===== src/core/svwr_pkg.sv =====
package svwr_pkg;

  // Timing, all figures typical
  localparam int unsigned CLK_PERIOD_NS    = 40;
  localparam int unsigned RST_HOLD_US      = 200;
  localparam int unsigned RST_HOLD_CYC     =
    (RST_HOLD_US * 1000 + CLK_PERIOD_NS - 1) / CLK_PERIOD_NS;
  localparam int unsigned WD_PRESET_US     = 1600;
  localparam int unsigned WD_PRESET_CYC    =
    (WD_PRESET_US * 1000) / CLK_PERIOD_NS;
  // Capacitor timeout span, standard and extended variants
  localparam int unsigned WD_STD_MIN_US    = 613;
  localparam int unsigned WD_STD_MAX_MS    = 3330;
  localparam int unsigned WD_EXT_MIN_US    = 58830;
  localparam int unsigned WD_EXT_MAX_MS    = 78350;
  localparam int unsigned WD_STD_MIN_CYC   =
    (WD_STD_MIN_US * 1000) / CLK_PERIOD_NS;
  localparam int unsigned WD_STD_MAX_CYC   =
    32'((64'(WD_STD_MAX_MS) * 64'd1000000) / 64'(CLK_PERIOD_NS));
  localparam int unsigned WD_EXT_MIN_CYC   =
    (WD_EXT_MIN_US * 1000) / CLK_PERIOD_NS;
  localparam longint unsigned WD_EXT_MAX_CYC =
    (64'(WD_EXT_MAX_MS) * 64'd1000000) / 64'(CLK_PERIOD_NS);

  localparam int unsigned CNT_W            = 32;
  localparam int unsigned SYNC_STAGES      = 3;

  // Reset values of synchronised pins: high (released) or low
  localparam logic [2:0]  SYNC_RST_HI      = 3'h7;
  localparam logic [2:0]  SYNC_RST_LO      = 3'h0;

  typedef enum logic [1:0] {
    SVWR_RESET = 2'b00,
    SVWR_RUN   = 2'b01,
    SVWR_FAULT = 2'b10
  } svwr_state_t;

endpackage


===== src/core/svwr_top.sv =====
`timescale 1ns/1ns
module svwr_top #(
  parameter logic [31:0] RST_HOLD_CYC_P  = svwr_pkg::RST_HOLD_CYC,
  parameter logic [31:0] WD_PRESET_CYC_P = svwr_pkg::WD_PRESET_CYC,
  // Capacitor span; the extended variant takes the WD_EXT bounds
  parameter logic [31:0] CAP_MIN_CYC_P   = svwr_pkg::WD_STD_MIN_CYC,
  parameter logic [31:0] CAP_MAX_CYC_P   = svwr_pkg::WD_STD_MAX_CYC
) (
  // Clock and reset
  input  wire logic        core_clk_i,
  input  wire logic        arst_n_i,
  // Pins
  input  wire logic        manual_reset_in_n_i,
  input  wire logic        supply_good_i,
  input  wire logic        wd_enable_strap_i,
  input  wire logic        watchdog_kick_in_i,
  // Timing pin: capacitor fitted, and its programmed count
  input  wire logic        timeout_timing_pin_cap_i,
  input  wire logic [31:0] cap_timeout_cyc_i,
  // Open-drain outputs, enable low while driving low
  output logic             supervisor_reset_out_o,
  output logic             supervisor_reset_out_oe_n_o,
  output logic             watchdog_fault_out_o,
  output logic             watchdog_fault_out_oe_n_o
);

  ////////////////////////////////////////////////////////////////////////
  // Pin synchronisers, three stages, change when stages two and three agree
  logic [2:0] mr_sync_r;
  logic [2:0] pg_sync_r;
  logic [2:0] en_sync_r;
  logic [2:0] kick_sync_r;
  logic [2:0] cap_sync_r;
  logic       mr_n_r;
  logic       pg_r;
  logic       en_r;
  logic       kick_r;
  logic       cap_r;

  always_ff @(posedge core_clk_i or negedge arst_n_i) begin
    if (!arst_n_i) begin
      mr_sync_r   <= svwr_pkg::SYNC_RST_HI;
      pg_sync_r   <= svwr_pkg::SYNC_RST_LO;
      en_sync_r   <= svwr_pkg::SYNC_RST_LO;
      kick_sync_r <= svwr_pkg::SYNC_RST_HI;
      cap_sync_r  <= svwr_pkg::SYNC_RST_LO;
    end else begin
      mr_sync_r   <= {mr_sync_r[1:0], manual_reset_in_n_i};
      pg_sync_r   <= {pg_sync_r[1:0], supply_good_i};
      en_sync_r   <= {en_sync_r[1:0], wd_enable_strap_i};
      kick_sync_r <= {kick_sync_r[1:0], watchdog_kick_in_i};
      cap_sync_r  <= {cap_sync_r[1:0], timeout_timing_pin_cap_i};
    end
  end

  wire mr_agree   = mr_sync_r[1] == mr_sync_r[2];
  wire pg_agree   = pg_sync_r[1] == pg_sync_r[2];
  wire en_agree   = en_sync_r[1] == en_sync_r[2];
  wire kick_agree = kick_sync_r[1] == kick_sync_r[2];
  wire cap_agree  = cap_sync_r[1] == cap_sync_r[2];

  always_ff @(posedge core_clk_i or negedge arst_n_i) begin
    if (!arst_n_i) begin
      mr_n_r <= 1'b1;
      pg_r   <= 1'b0;
      en_r   <= 1'b0;
      kick_r <= 1'b1;
      cap_r  <= 1'b0;
    end else begin
      if (mr_agree)   mr_n_r <= mr_sync_r[2];
      if (pg_agree)   pg_r   <= pg_sync_r[2];
      if (en_agree)   en_r   <= en_sync_r[2];
      if (kick_agree) kick_r <= kick_sync_r[2];
      if (cap_agree)  cap_r  <= cap_sync_r[2];
    end
  end

  ////////////////////////////////////////////////////////////////////////
  // Sequencer
  svwr_pkg::svwr_state_t state_r;
  svwr_pkg::svwr_state_t state_nxt;
  logic [31:0]           hold_cnt_r;
  logic [31:0]           hold_cnt_nxt;
  logic [31:0]           wd_cnt_r;
  logic [31:0]           wd_cnt_nxt;
  logic                  kick_d_r;

  // Any reset cause; supply loss covers power-up as well
  wire reset_cause = !mr_n_r || !pg_r;
  wire in_reset    = state_r == svwr_pkg::SVWR_RESET;
  wire in_fault    = state_r == svwr_pkg::SVWR_FAULT;
  wire wd_on       = en_r;
  // Only kicks while running and enabled count
  wire kick_fall   = kick_d_r && !kick_r;
  wire kick_ok     = kick_fall && wd_on && !in_reset && !in_fault;
  // Count pinned to the span, so a bad capacitor never stops the watchdog
  wire        cap_lo   = cap_timeout_cyc_i < CAP_MIN_CYC_P;
  wire        cap_hi   = cap_timeout_cyc_i > CAP_MAX_CYC_P;
  wire [31:0] cap_cyc  = cap_lo ? CAP_MIN_CYC_P
                       : cap_hi ? CAP_MAX_CYC_P
                       : cap_timeout_cyc_i;
  wire [31:0] wd_limit = cap_r ? cap_cyc : WD_PRESET_CYC_P;
  wire hold_done   = hold_cnt_r >= RST_HOLD_CYC_P - 32'h1;
  wire wd_expire   = wd_on && (wd_cnt_r >= wd_limit - 32'h1);

  always_comb begin
    state_nxt    = state_r;
    hold_cnt_nxt = hold_cnt_r;
    wd_cnt_nxt   = wd_cnt_r;
    unique case (state_r)
      svwr_pkg::SVWR_RESET: begin
        wd_cnt_nxt = 32'h0;
        if (reset_cause) begin
          hold_cnt_nxt = 32'h0;
        end else if (hold_done) begin
          state_nxt    = svwr_pkg::SVWR_RUN;
          hold_cnt_nxt = 32'h0;
        end else begin
          hold_cnt_nxt = hold_cnt_r + 32'h1;
        end
      end
      svwr_pkg::SVWR_RUN: begin
        hold_cnt_nxt = 32'h0;
        if (reset_cause) begin
          state_nxt  = svwr_pkg::SVWR_RESET;
        end else if (kick_ok || !wd_on) begin
          wd_cnt_nxt = 32'h0;
        end else if (wd_expire) begin
          state_nxt  = svwr_pkg::SVWR_FAULT;
          wd_cnt_nxt = 32'h0;
        end else begin
          wd_cnt_nxt = wd_cnt_r + 32'h1;
        end
      end
      svwr_pkg::SVWR_FAULT: begin
        wd_cnt_nxt = 32'h0;
        if (reset_cause) begin
          state_nxt    = svwr_pkg::SVWR_RESET;
          hold_cnt_nxt = 32'h0;
        end else if (hold_done) begin
          state_nxt    = svwr_pkg::SVWR_RUN;
          hold_cnt_nxt = 32'h0;
        end else begin
          hold_cnt_nxt = hold_cnt_r + 32'h1;
        end
      end
      default: begin
        state_nxt    = svwr_pkg::SVWR_RESET;
        hold_cnt_nxt = 32'h0;
      end
    endcase
  end

  always_ff @(posedge core_clk_i or negedge arst_n_i) begin
    if (!arst_n_i) begin
      state_r    <= svwr_pkg::SVWR_RESET;
      hold_cnt_r <= 32'h0;
      wd_cnt_r   <= 32'h0;
      kick_d_r   <= 1'b1;
    end else begin
      state_r    <= state_nxt;
      hold_cnt_r <= hold_cnt_nxt;
      wd_cnt_r   <= wd_cnt_nxt;
      kick_d_r   <= kick_r;
    end
  end

  ////////////////////////////////////////////////////////////////////////
  // Outputs, registered; open drain only ever pulls low
  logic rst_low_r;
  logic wdo_low_r;

  always_ff @(posedge core_clk_i or negedge arst_n_i) begin
    if (!arst_n_i) begin
      rst_low_r <= 1'b1;
      wdo_low_r <= 1'b0;
    end else begin
      rst_low_r <= state_nxt == svwr_pkg::SVWR_RESET;
      wdo_low_r <= state_nxt == svwr_pkg::SVWR_FAULT;
    end
  end

  assign supervisor_reset_out_o      = 1'b0;
  assign supervisor_reset_out_oe_n_o = !rst_low_r;
  assign watchdog_fault_out_o        = 1'b0;
  assign watchdog_fault_out_oe_n_o   = !wdo_low_r;
endmodule


===== config.mk =====
export PLATFORM = sky130hd
export DESIGN_NAME = svwr_top
export DESIGN_NICKNAME = d
export VERILOG_FILES = /design/src/core/svwr_pkg.sv /design/src/core/svwr_top.sv
export SDC_FILE = /design/constraint.sdc
export NUM_CORES = 1
export LEC_CHECK = 0
export BUFFER_PORTS_ARGS = -buffer_cell sky130_fd_sc_hd__buf_4
export CORE_MARGIN = 4
export CORE_UTILIZATION = 50
export CTS_CLUSTER_DIAMETER = 120
export DETAILED_ROUTE_END_ITERATION = 6
export GPL_TIMING_DRIVEN = 0
export PLACE_DENSITY = 0.78
export SKIP_CTS_REPAIR_TIMING = 1
export SLEW_MARGIN = 10
export SYNTH_ARGS = -nofsm -noshare
export SYNTH_HDL_FRONTEND = slang
export SYNTH_SLANG_ARGS = --single-unit

===== constraint.sdc =====
create_clock -name core_clk_i -period 7.6 [get_ports core_clk_i]
set_clock_uncertainty 0.05 [all_clocks]
set_input_delay 1.52 -clock core_clk_i [delete_from_list [all_inputs] [get_ports core_clk_i]]
set_output_delay 1.52 -clock core_clk_i [all_outputs]
set_load 0.02 [all_outputs]

==> results of run 1 <==
routing by layer:
layer | vias up | GRT usage | routed length [µm] | part of all wire
li1 | 2393 | - | - | -
met1 | 2480 | 0.299 | 5950 | 0.44
met2 | 182 | 0.363 | 6590 | 0.49
met3 | 24 | 0.0364 | 877 | 0.065
met4 | 0 | 0.0657 | 168 | 0.012
met5 | - | 0 | 0 | 0
per-stage QoR:
step | setup WS, ns | TNS, ns | power [mW] | cells | utilization
3_5_place_dp | -0.0426 | -0.0985 | 0.618 | 798 | 0.560
2_1_floorplan | 1.34 | 0 | 0.565 | 620 | -
4_1_cts | 0.304 | 0 | 0.951 | 814 | 0.579
6_report | 0.658 | 0 | 0.942 | 814 | 0.582
5_1_grt | 0.135 | 0 | 0.985 | 814 | 0.582
3_3_place_gp | 0.0525 | 0 | 0.613 | 798 | 0.560
power by group through the flow:
stage	Combinational, mW	Sequential, mW	Clock [mW]
2_1_floorplan	0.0610	0.504	0
3_3_place_gp	0.107	0.506	0
3_5_place_dp	0.111	0.507	0
4_1_cts	0.112	0.498	0.342
5_1_grt	0.128	0.499	0.358
6_report	0.114	0.497	0.331
critical path: stages:
cell and delay (ns):
buf_4 0.11, or4_4 0.54, nor2_4 0.12, and3_4 0.22, a21oi_4 0.11, nor2_2 0.41, clkbuf_2 0.32, nor2_1 0.15
nand2_1 0.11, ha_1 0.19, clkbuf_1 0.37, nand2_1 0.10, a31oi_1 0.36, a311oi_1 0.15, or3_1 0.38, ha_1 0.30
o21ai_0 0.14, o21ai_0 0.09, a221oi_1 0.27, o31ai_1 0.14, a31oi_2 0.30, clkbuf_2 0.32, nand2_1 0.19, o21ai_0 0.25
cell usage in the layout, fill, tap and decap left out, types with 6 or more instances in the layout:
| cell type | synthesis | layout |
|---|---|---|
| a31oi_1 | 46 | 45 |
| a41oi_1 | 8 | 8 |
| dfstp_2 | 10 | 10 |
| o21ai_0 | 24 | 24 |
| nor2_1 | 41 | 41 |
| nand2_1 | 53 | 53 |
| and4_1 | 6 | 6 |
| conb_1 | 2 | 26 |
| nand2b_1 | 8 | 8 |
| xor2_1 | 22 | 22 |
| inv_1 | 10 | 10 |
| buf_4 | 3 | 41 |
| a21oi_1 | 23 | 23 |
| and3_1 | 18 | 18 |
| a211oi_1 | 6 | 6 |
| nand4_1 | 22 | 22 |
| nand3_1 | 36 | 36 |
| nand3b_1 | 16 | 16 |
| clkbuf_2 | 0 | 7 |
| dfrtp_1 | 79 | 79 |
| ha_1 | 35 | 35 |
| clkbuf_1 | 20 | 14 |
| o31ai_1 | 7 | 7 |
| nor3_1 | 15 | 15 |
| nor4_1 | 13 | 12 |
| clkbuf_8 | 0 | 9 |
kinds of logic (layout without fill, tap and decap cells):
kind of cell / count (synthesis) / after routing / synth area share
buffers and inverters: 38 / 92 / 0.0285
XOR/XNOR: 26 / 26 / 0.0414
AND/OR/NAND/NOR: 253 / 253 / 0.251
AO/OA/AOI/OAI: 145 / 145 / 0.176
adder cells (fa/ha/maj): 40 / 40 / 0.0888
other: 2 / 26 / 0.00137
multiplexers: 3 / 3 / 0.00547
flip-flops: 89 / 89 / 0.408
layout make-up:
class	count	area [µm²]
inverters	11	41.3
plain buffers	27	124
multi-input cells	493	3210
flip-flops and latches	89	2240
fillers	975	4520
repair buffers	38	285
clock buffers	10	128
well taps	140	175
clock inverters	6	75.1
flip-flops by register name, summed over array words and instances (netlist names), 2 cells and up:
register,count
hold_cnt_r,32
kick_sync_r,3
state_r,2
wd_cnt_r,32
pg_sync_r,3
en_sync_r,3
mr_sync_r,3
cap_sync_r,3
worst min path at each step:
stage                        startpoint             to  slack, ns  cells after the start
after floorplan           cap_sync_r[0]  cap_sync_r[1]       0.28                      0
after global placement     en_sync_r[0]   en_sync_r[1]       0.28                      0
after detailed placement   pg_sync_r[0]   pg_sync_r[1]       0.29                      0
after CTS                  pg_sync_r[0]   pg_sync_r[1]       0.30                      0
after global routing       mr_sync_r[0]   mr_sync_r[1]       0.32                      0
final                      pg_sync_r[0]   pg_sync_r[1]       0.30                      0
==> summary.txt, run 1 <==
Worst setup path
  – Crit end category: flip-flop
  – Required time worst endpoint: roughly 7.8 ns
  – Worst setup path start: cap_timeout_cyc_i[31]
  – Worst Setup Path Type: in2reg
  – R2R cell count: 19
  – Worst flop-to-flop path endpoint: wd_cnt_r[0]
  – Worst reg2reg setup slack: 2.58 ns
  – CP Launch Type: primary input
  – CP Data Arrival Time: 7.16 ns
  – Worst R2R Start: cap_r
  – Critical Path Fanout Max: 10
  – Crit path capture: wd_cnt_r[0]

Cells and area
  – Area Overhead vs Synth: 14.3%
  – Fin nets: between 700 and 800
  – Layout cell share with drive strength beyond 1: 0.136
  – Fin area: 6280 µm²
  – Diode count: 0

Drt
  – DRC: 0
  – Vias: a little over 5k
  – DR vias/cell: 6.24
  – Antenna Nets Post-Route: 0
  – WL/cell: 16.7 µm
  – Total Routed Length: 13600 µm
  – DR pass1 iterations: 5
  – Initial drt markers: 472

Pwr
  – Internal Power: just under 0.7 mW
  – Leakage Power: 2.64 nW
  – Switch share: 0.270
  – Gate power share: 0.121
  – Worst ir drop on vdd: 0.160 mV
  – Net Switching: 0.255 mW
  – Clock power frac: 0.351
  – Pwr Density: roughly 150 nW/µm²
  – Flop pwr share: 0.528

Floorplan
  – Starting Density: 0.509
  – Core ar.: 10800 µm²
  – Row cnt: 38
  – Die W: 113 µm
  – Die area: 12700 µm²
  – I/O pin count: 43
  – Die Span Y: roughly 110 µm

Synth
  – Synth top area share: 0.360
  – Top cells by count, synth: 79 x dfrtp_1, 53 x nand2_1, 46 x a31oi_1, 41 x nor2_1, 36 x nand3_1
  – Mapped Cells: 596
  – Synth warn: 0
  – Post-synth ARST share: 1.00
  – Post-synth EDFFs: 0
  – Area contributors post-synth: dfrtp_1 36%, ha_1 8.0%, a31oi_1 5.2%
  – Most common cell in the netlist: dfrtp_1
  – Sequential share of the synthesized area: 0.408
  – Synth Register Bits: between 80 and 90
  – Area leader, netlist: dfrtp_1
  – Post-synth top flop: dfrtp_1
  – Mean post-synth cell area: 9.22 µm²
  – Yosys cell types: 61
  – Mapped cell area: 5490 µm²

Global route
  – Largest net degree at the start of global routing: 90
  – Antenna violations before repair: 0
  – Total Routing Usage GR: 0.220
  – First-pass GRT wire length: roughly 23000 µm
  – Vias in the first global route: 4945
  – Global route overflow: 0

Job
  – Max_cap viols: 0

Clocking
  – CTS tree: yes
  – Later-pin clock latency in the skew report: 0.36 ns
  – Root Buffer: clkbuf_8
  – Total CTS buffers: 9
  – # clock sinks: 89
  – Worst-path clk slew: 0.09 ns
  – H-tree levels: 3
  – Clk buf depth: 2

STA
  – Period minus WS final: 6.94 ns
  – Worst Hold Slack: 0.303 ns
  – Period utilization: 0.913
  – RSZ-0062 raised after global routing: false
  – Fin. Hold Viols: 0
  – Max-slew violations: 0
  – Worst-Margin Slew: 1.08 ns
  – Worst slew margin: 0.283
  – Final setup fails: 0
  – Maximum clock rate: 0.144 GHz

Placed design
  – Dpl hpwl: 10200 µm
  – Final GP Congestion: 0.892
  – I/O Buffers: 38
  – Placed instance area: around 6000 µm²

Status
  – Status: finished clean

Min path
  – Worst hold-check path type: reg2reg
No activity file was read; power rests on OpenSTA's default activity.
==> inputs of run 2 (changes only) <==
Settings changed: CORE_UTILIZATION 50 to 60, PLACE_DENSITY 0.78 to 0.9.
==> summary.txt, run 2 (same netlist as run 1, synthesis figures left out) <==
Cells and area
  – Top flop regs: hold_cnt_r: 32 flops, wd_cnt_r: 32 flops
  – Final design utilization: 0.705 (+0.124)
  – FF/Latch Area: 2240 µm² (unchanged)
  – Fin area: 6210 µm² (-1.0%)
  – Diode count: 0 (unchanged)
  – Fin nets: 743 (unchanged)
  – Filler cells: 691 (-29%)
  – Layout cell share with drive strength beyond 1: 0.134 (-0.00297)
  – Multi-input gate area: 3200 µm² (-0.20%)
  – Most frequent cells in the layout: 79 x dfrtp_1, 53 x nand2_1, 46 x a31oi_1, 41 x nor2_1, 41 x buf_4
  – Most common cell after layout, fill and taps aside: dfrtp_1
  – Final std cells w/o fill: 782 (-3.9%)
  – Area Overhead vs Synth: 13.1%

Worst setup path
  – Worst Setup Path Type: in2reg
  – CP Launch Type: primary input
  – Required time worst endpoint: 7.84 ns (+0.02 ns)
  – Worst setup path start: cap_timeout_cyc_i[31]
  – Slowest CP cell: or4_4
  – Family with the most delay on the worst path: simple AND/OR/NAND/NOR gates
  – CP Cell Sequence: buf_4 > or4_4 > nor2_4 > and3_4 > a21oi_4 > nor2_2 > clkbuf_1 > nor2_1 > nand2_1 > ha_1 > clkbuf_1 > nand2_1 > a31oi_1 > a311oi_1 > or3_1 > ha_1 > a211oi_1 > o21ai_0 > a221oi_1 > o31ai_1 > a31oi_1 > clkbuf_1 > nand3b_1 > a31oi_1
  – CP Buf/Inv Count: 4 (unchanged)
  – Crit end category: flip-flop
  – Worst reg2reg setup slack: 2.37 ns (-0.21 ns)
  – CP Data Arrival Time: 7.58 ns (+0.42 ns)
  – Critical Path Fanout Max: 10 (unchanged)
  – CP max stage delay: 0.53 ns (about the same)
  – Worst R2R Start: cap_r

Clocking
  – H-tree levels: 3 (unchanged)
  – # clock sinks: 89 (unchanged)
  – Later-pin clock latency in the skew report: 0.36 ns (about the same)
  – Worst-path clk slew: 0.09 ns (about the same)
  – CTS tree: yes
  – Clk buf depth: 2 (unchanged)
  – Total CTS buffers: 9 (unchanged)
  – Root Buffer: clkbuf_8

Pwr
  – Leakage Power: 2.63 nW (-0.30%)
  – Pwr Density: 147 nW/µm² (-1.9%)
  – Worst ir drop on vdd: 0.197 mV (+23%)

Min path
  – Worst hold-check path type: reg2reg
  – Startpoint of the worst hold path: pg_sync_r[0]

Drt
  – WL/cell: 17.6 µm (+5.2%)
  – DR vias/cell: 6.66 (+6.7%)
  – DRC: 0 (unchanged)
  – DR pass1 iterations: 6 (+1)
  – Antenna Nets Post-Route: 0 (unchanged)
  – Total Routed Length: 13700 µm (+1.0%)
  – Initial drt markers: 522 (+11%)
  – Vias: 5207 (+2.5%)

Global route
  – First-pass GRT wire length: 22600 µm (-3.1%)
  – Vias in the first global route: 4880 (-1.3%)
  – Global route overflow: 0 (unchanged)
  – Antenna violations before repair: 0 (unchanged)
  – Largest net degree at the start of global routing: 90 (unchanged)
  – Total Routing Usage GR: 0.252 (+0.0317)

STA
  – Maximum clock rate: 0.136 GHz (-5.5%)
  – Worst Hold Slack: 0.305 ns (+0.00253 ns)
  – Fin. Hold Viols: 0 (unchanged)
  – Max-slew violations: 0 (unchanged)
  – Worst-Margin Slew: 1.05 ns (-0.0281 ns)
  – Period minus WS final: 7.35 ns (+0.404 ns)
  – RSZ-0062 raised after global routing: false
  – Worst slew margin: 0.301 (+0.0187)
  – Setup TNS Final: 0 ns (unchanged)
  – Period utilization: 0.967 (+0.0532)
  – Final setup fails: 0 (unchanged)

Floorplan
  – Row cnt: 34 (-11%)
  – Die area: 10800 µm² (-16%)
  – Starting Density: 0.624 (+0.115)
  – Core ar.: 8810 µm² (-18%)
  – Die W: 104 µm (-8.1%)
  – I/O pin count: 43 (unchanged)
  – Die Span Y: 104 µm (-8.1%)

Status
  – Status: finished clean

Job
  – Max_cap viols: 0 (unchanged)

Placed design
  – I/O Buffers: 38 (unchanged)
  – Final GP Congestion: 0.935 (+4.8%)
  – Dpl hpwl: 10200 µm (+0.15%)
  – Placed Cells: 766 (-4.0%)
  – Placed instance area: 6000 µm² (-0.66%)
==> run 2: metrics by stage <==
| stage | setup WS (ns) | total power, mW |
|---|---|---|
| after global placement | 0.216 | 0.612 |
| after detailed placement | -0.00855 | 0.617 |
| after global routing | 0.00713 | 0.959 |
| final | 0.254 | 0.915 |
| after CTS | 0.329 | 0.920 |
| after floorplan | 1.34 | 0.565 |
==> run 2: cell type report <==
type / instances / share of cell area
inverter: 11 / 0.00665
clock buffer: 10 / 0.0222
sequential: 89 / 0.361
multi-input combinational: 493 / 0.516
clock inverter: 6 / 0.00785
buffer: 27 / 0.0195
timing repair buffer: 38 / 0.0459
tap: 108 / 0.0218
==> run 2: power by group <==
group / leakage, nW / internal [mW] / switching, mW
clock network: 0.0965 / 0.132 / 0.172
registers: 1.14 / 0.490 / 0.00783
logic: 1.40 / 0.0408 / 0.0720
total: 2.63 / 0.663 / 0.252
==> run 2: per-layer routing <==
metal  vias up  wire length (µm)  track usage
li1       2398                 -            -
met1      2501              5920        0.351
met2       271              6510        0.399
met3        37               968       0.0323
met4         0               324        0.106
met5         -                 0            0
==> run 2: worst paths after layout <==
| path | to | cells after the start |
|---|---|---|
| worst max register to register | wd_cnt_r[27] | 19 |
| worst max-delay path | wd_cnt_r[27] | 24 |
| worst min-delay path | pg_sync_r[1] | 0 |
| max in group asynchronous | wd_cnt_r[20] | 1 |
| worst min register to register | pg_sync_r[1] | 0 |
| min in group asynchronous | pg_r | 1 |
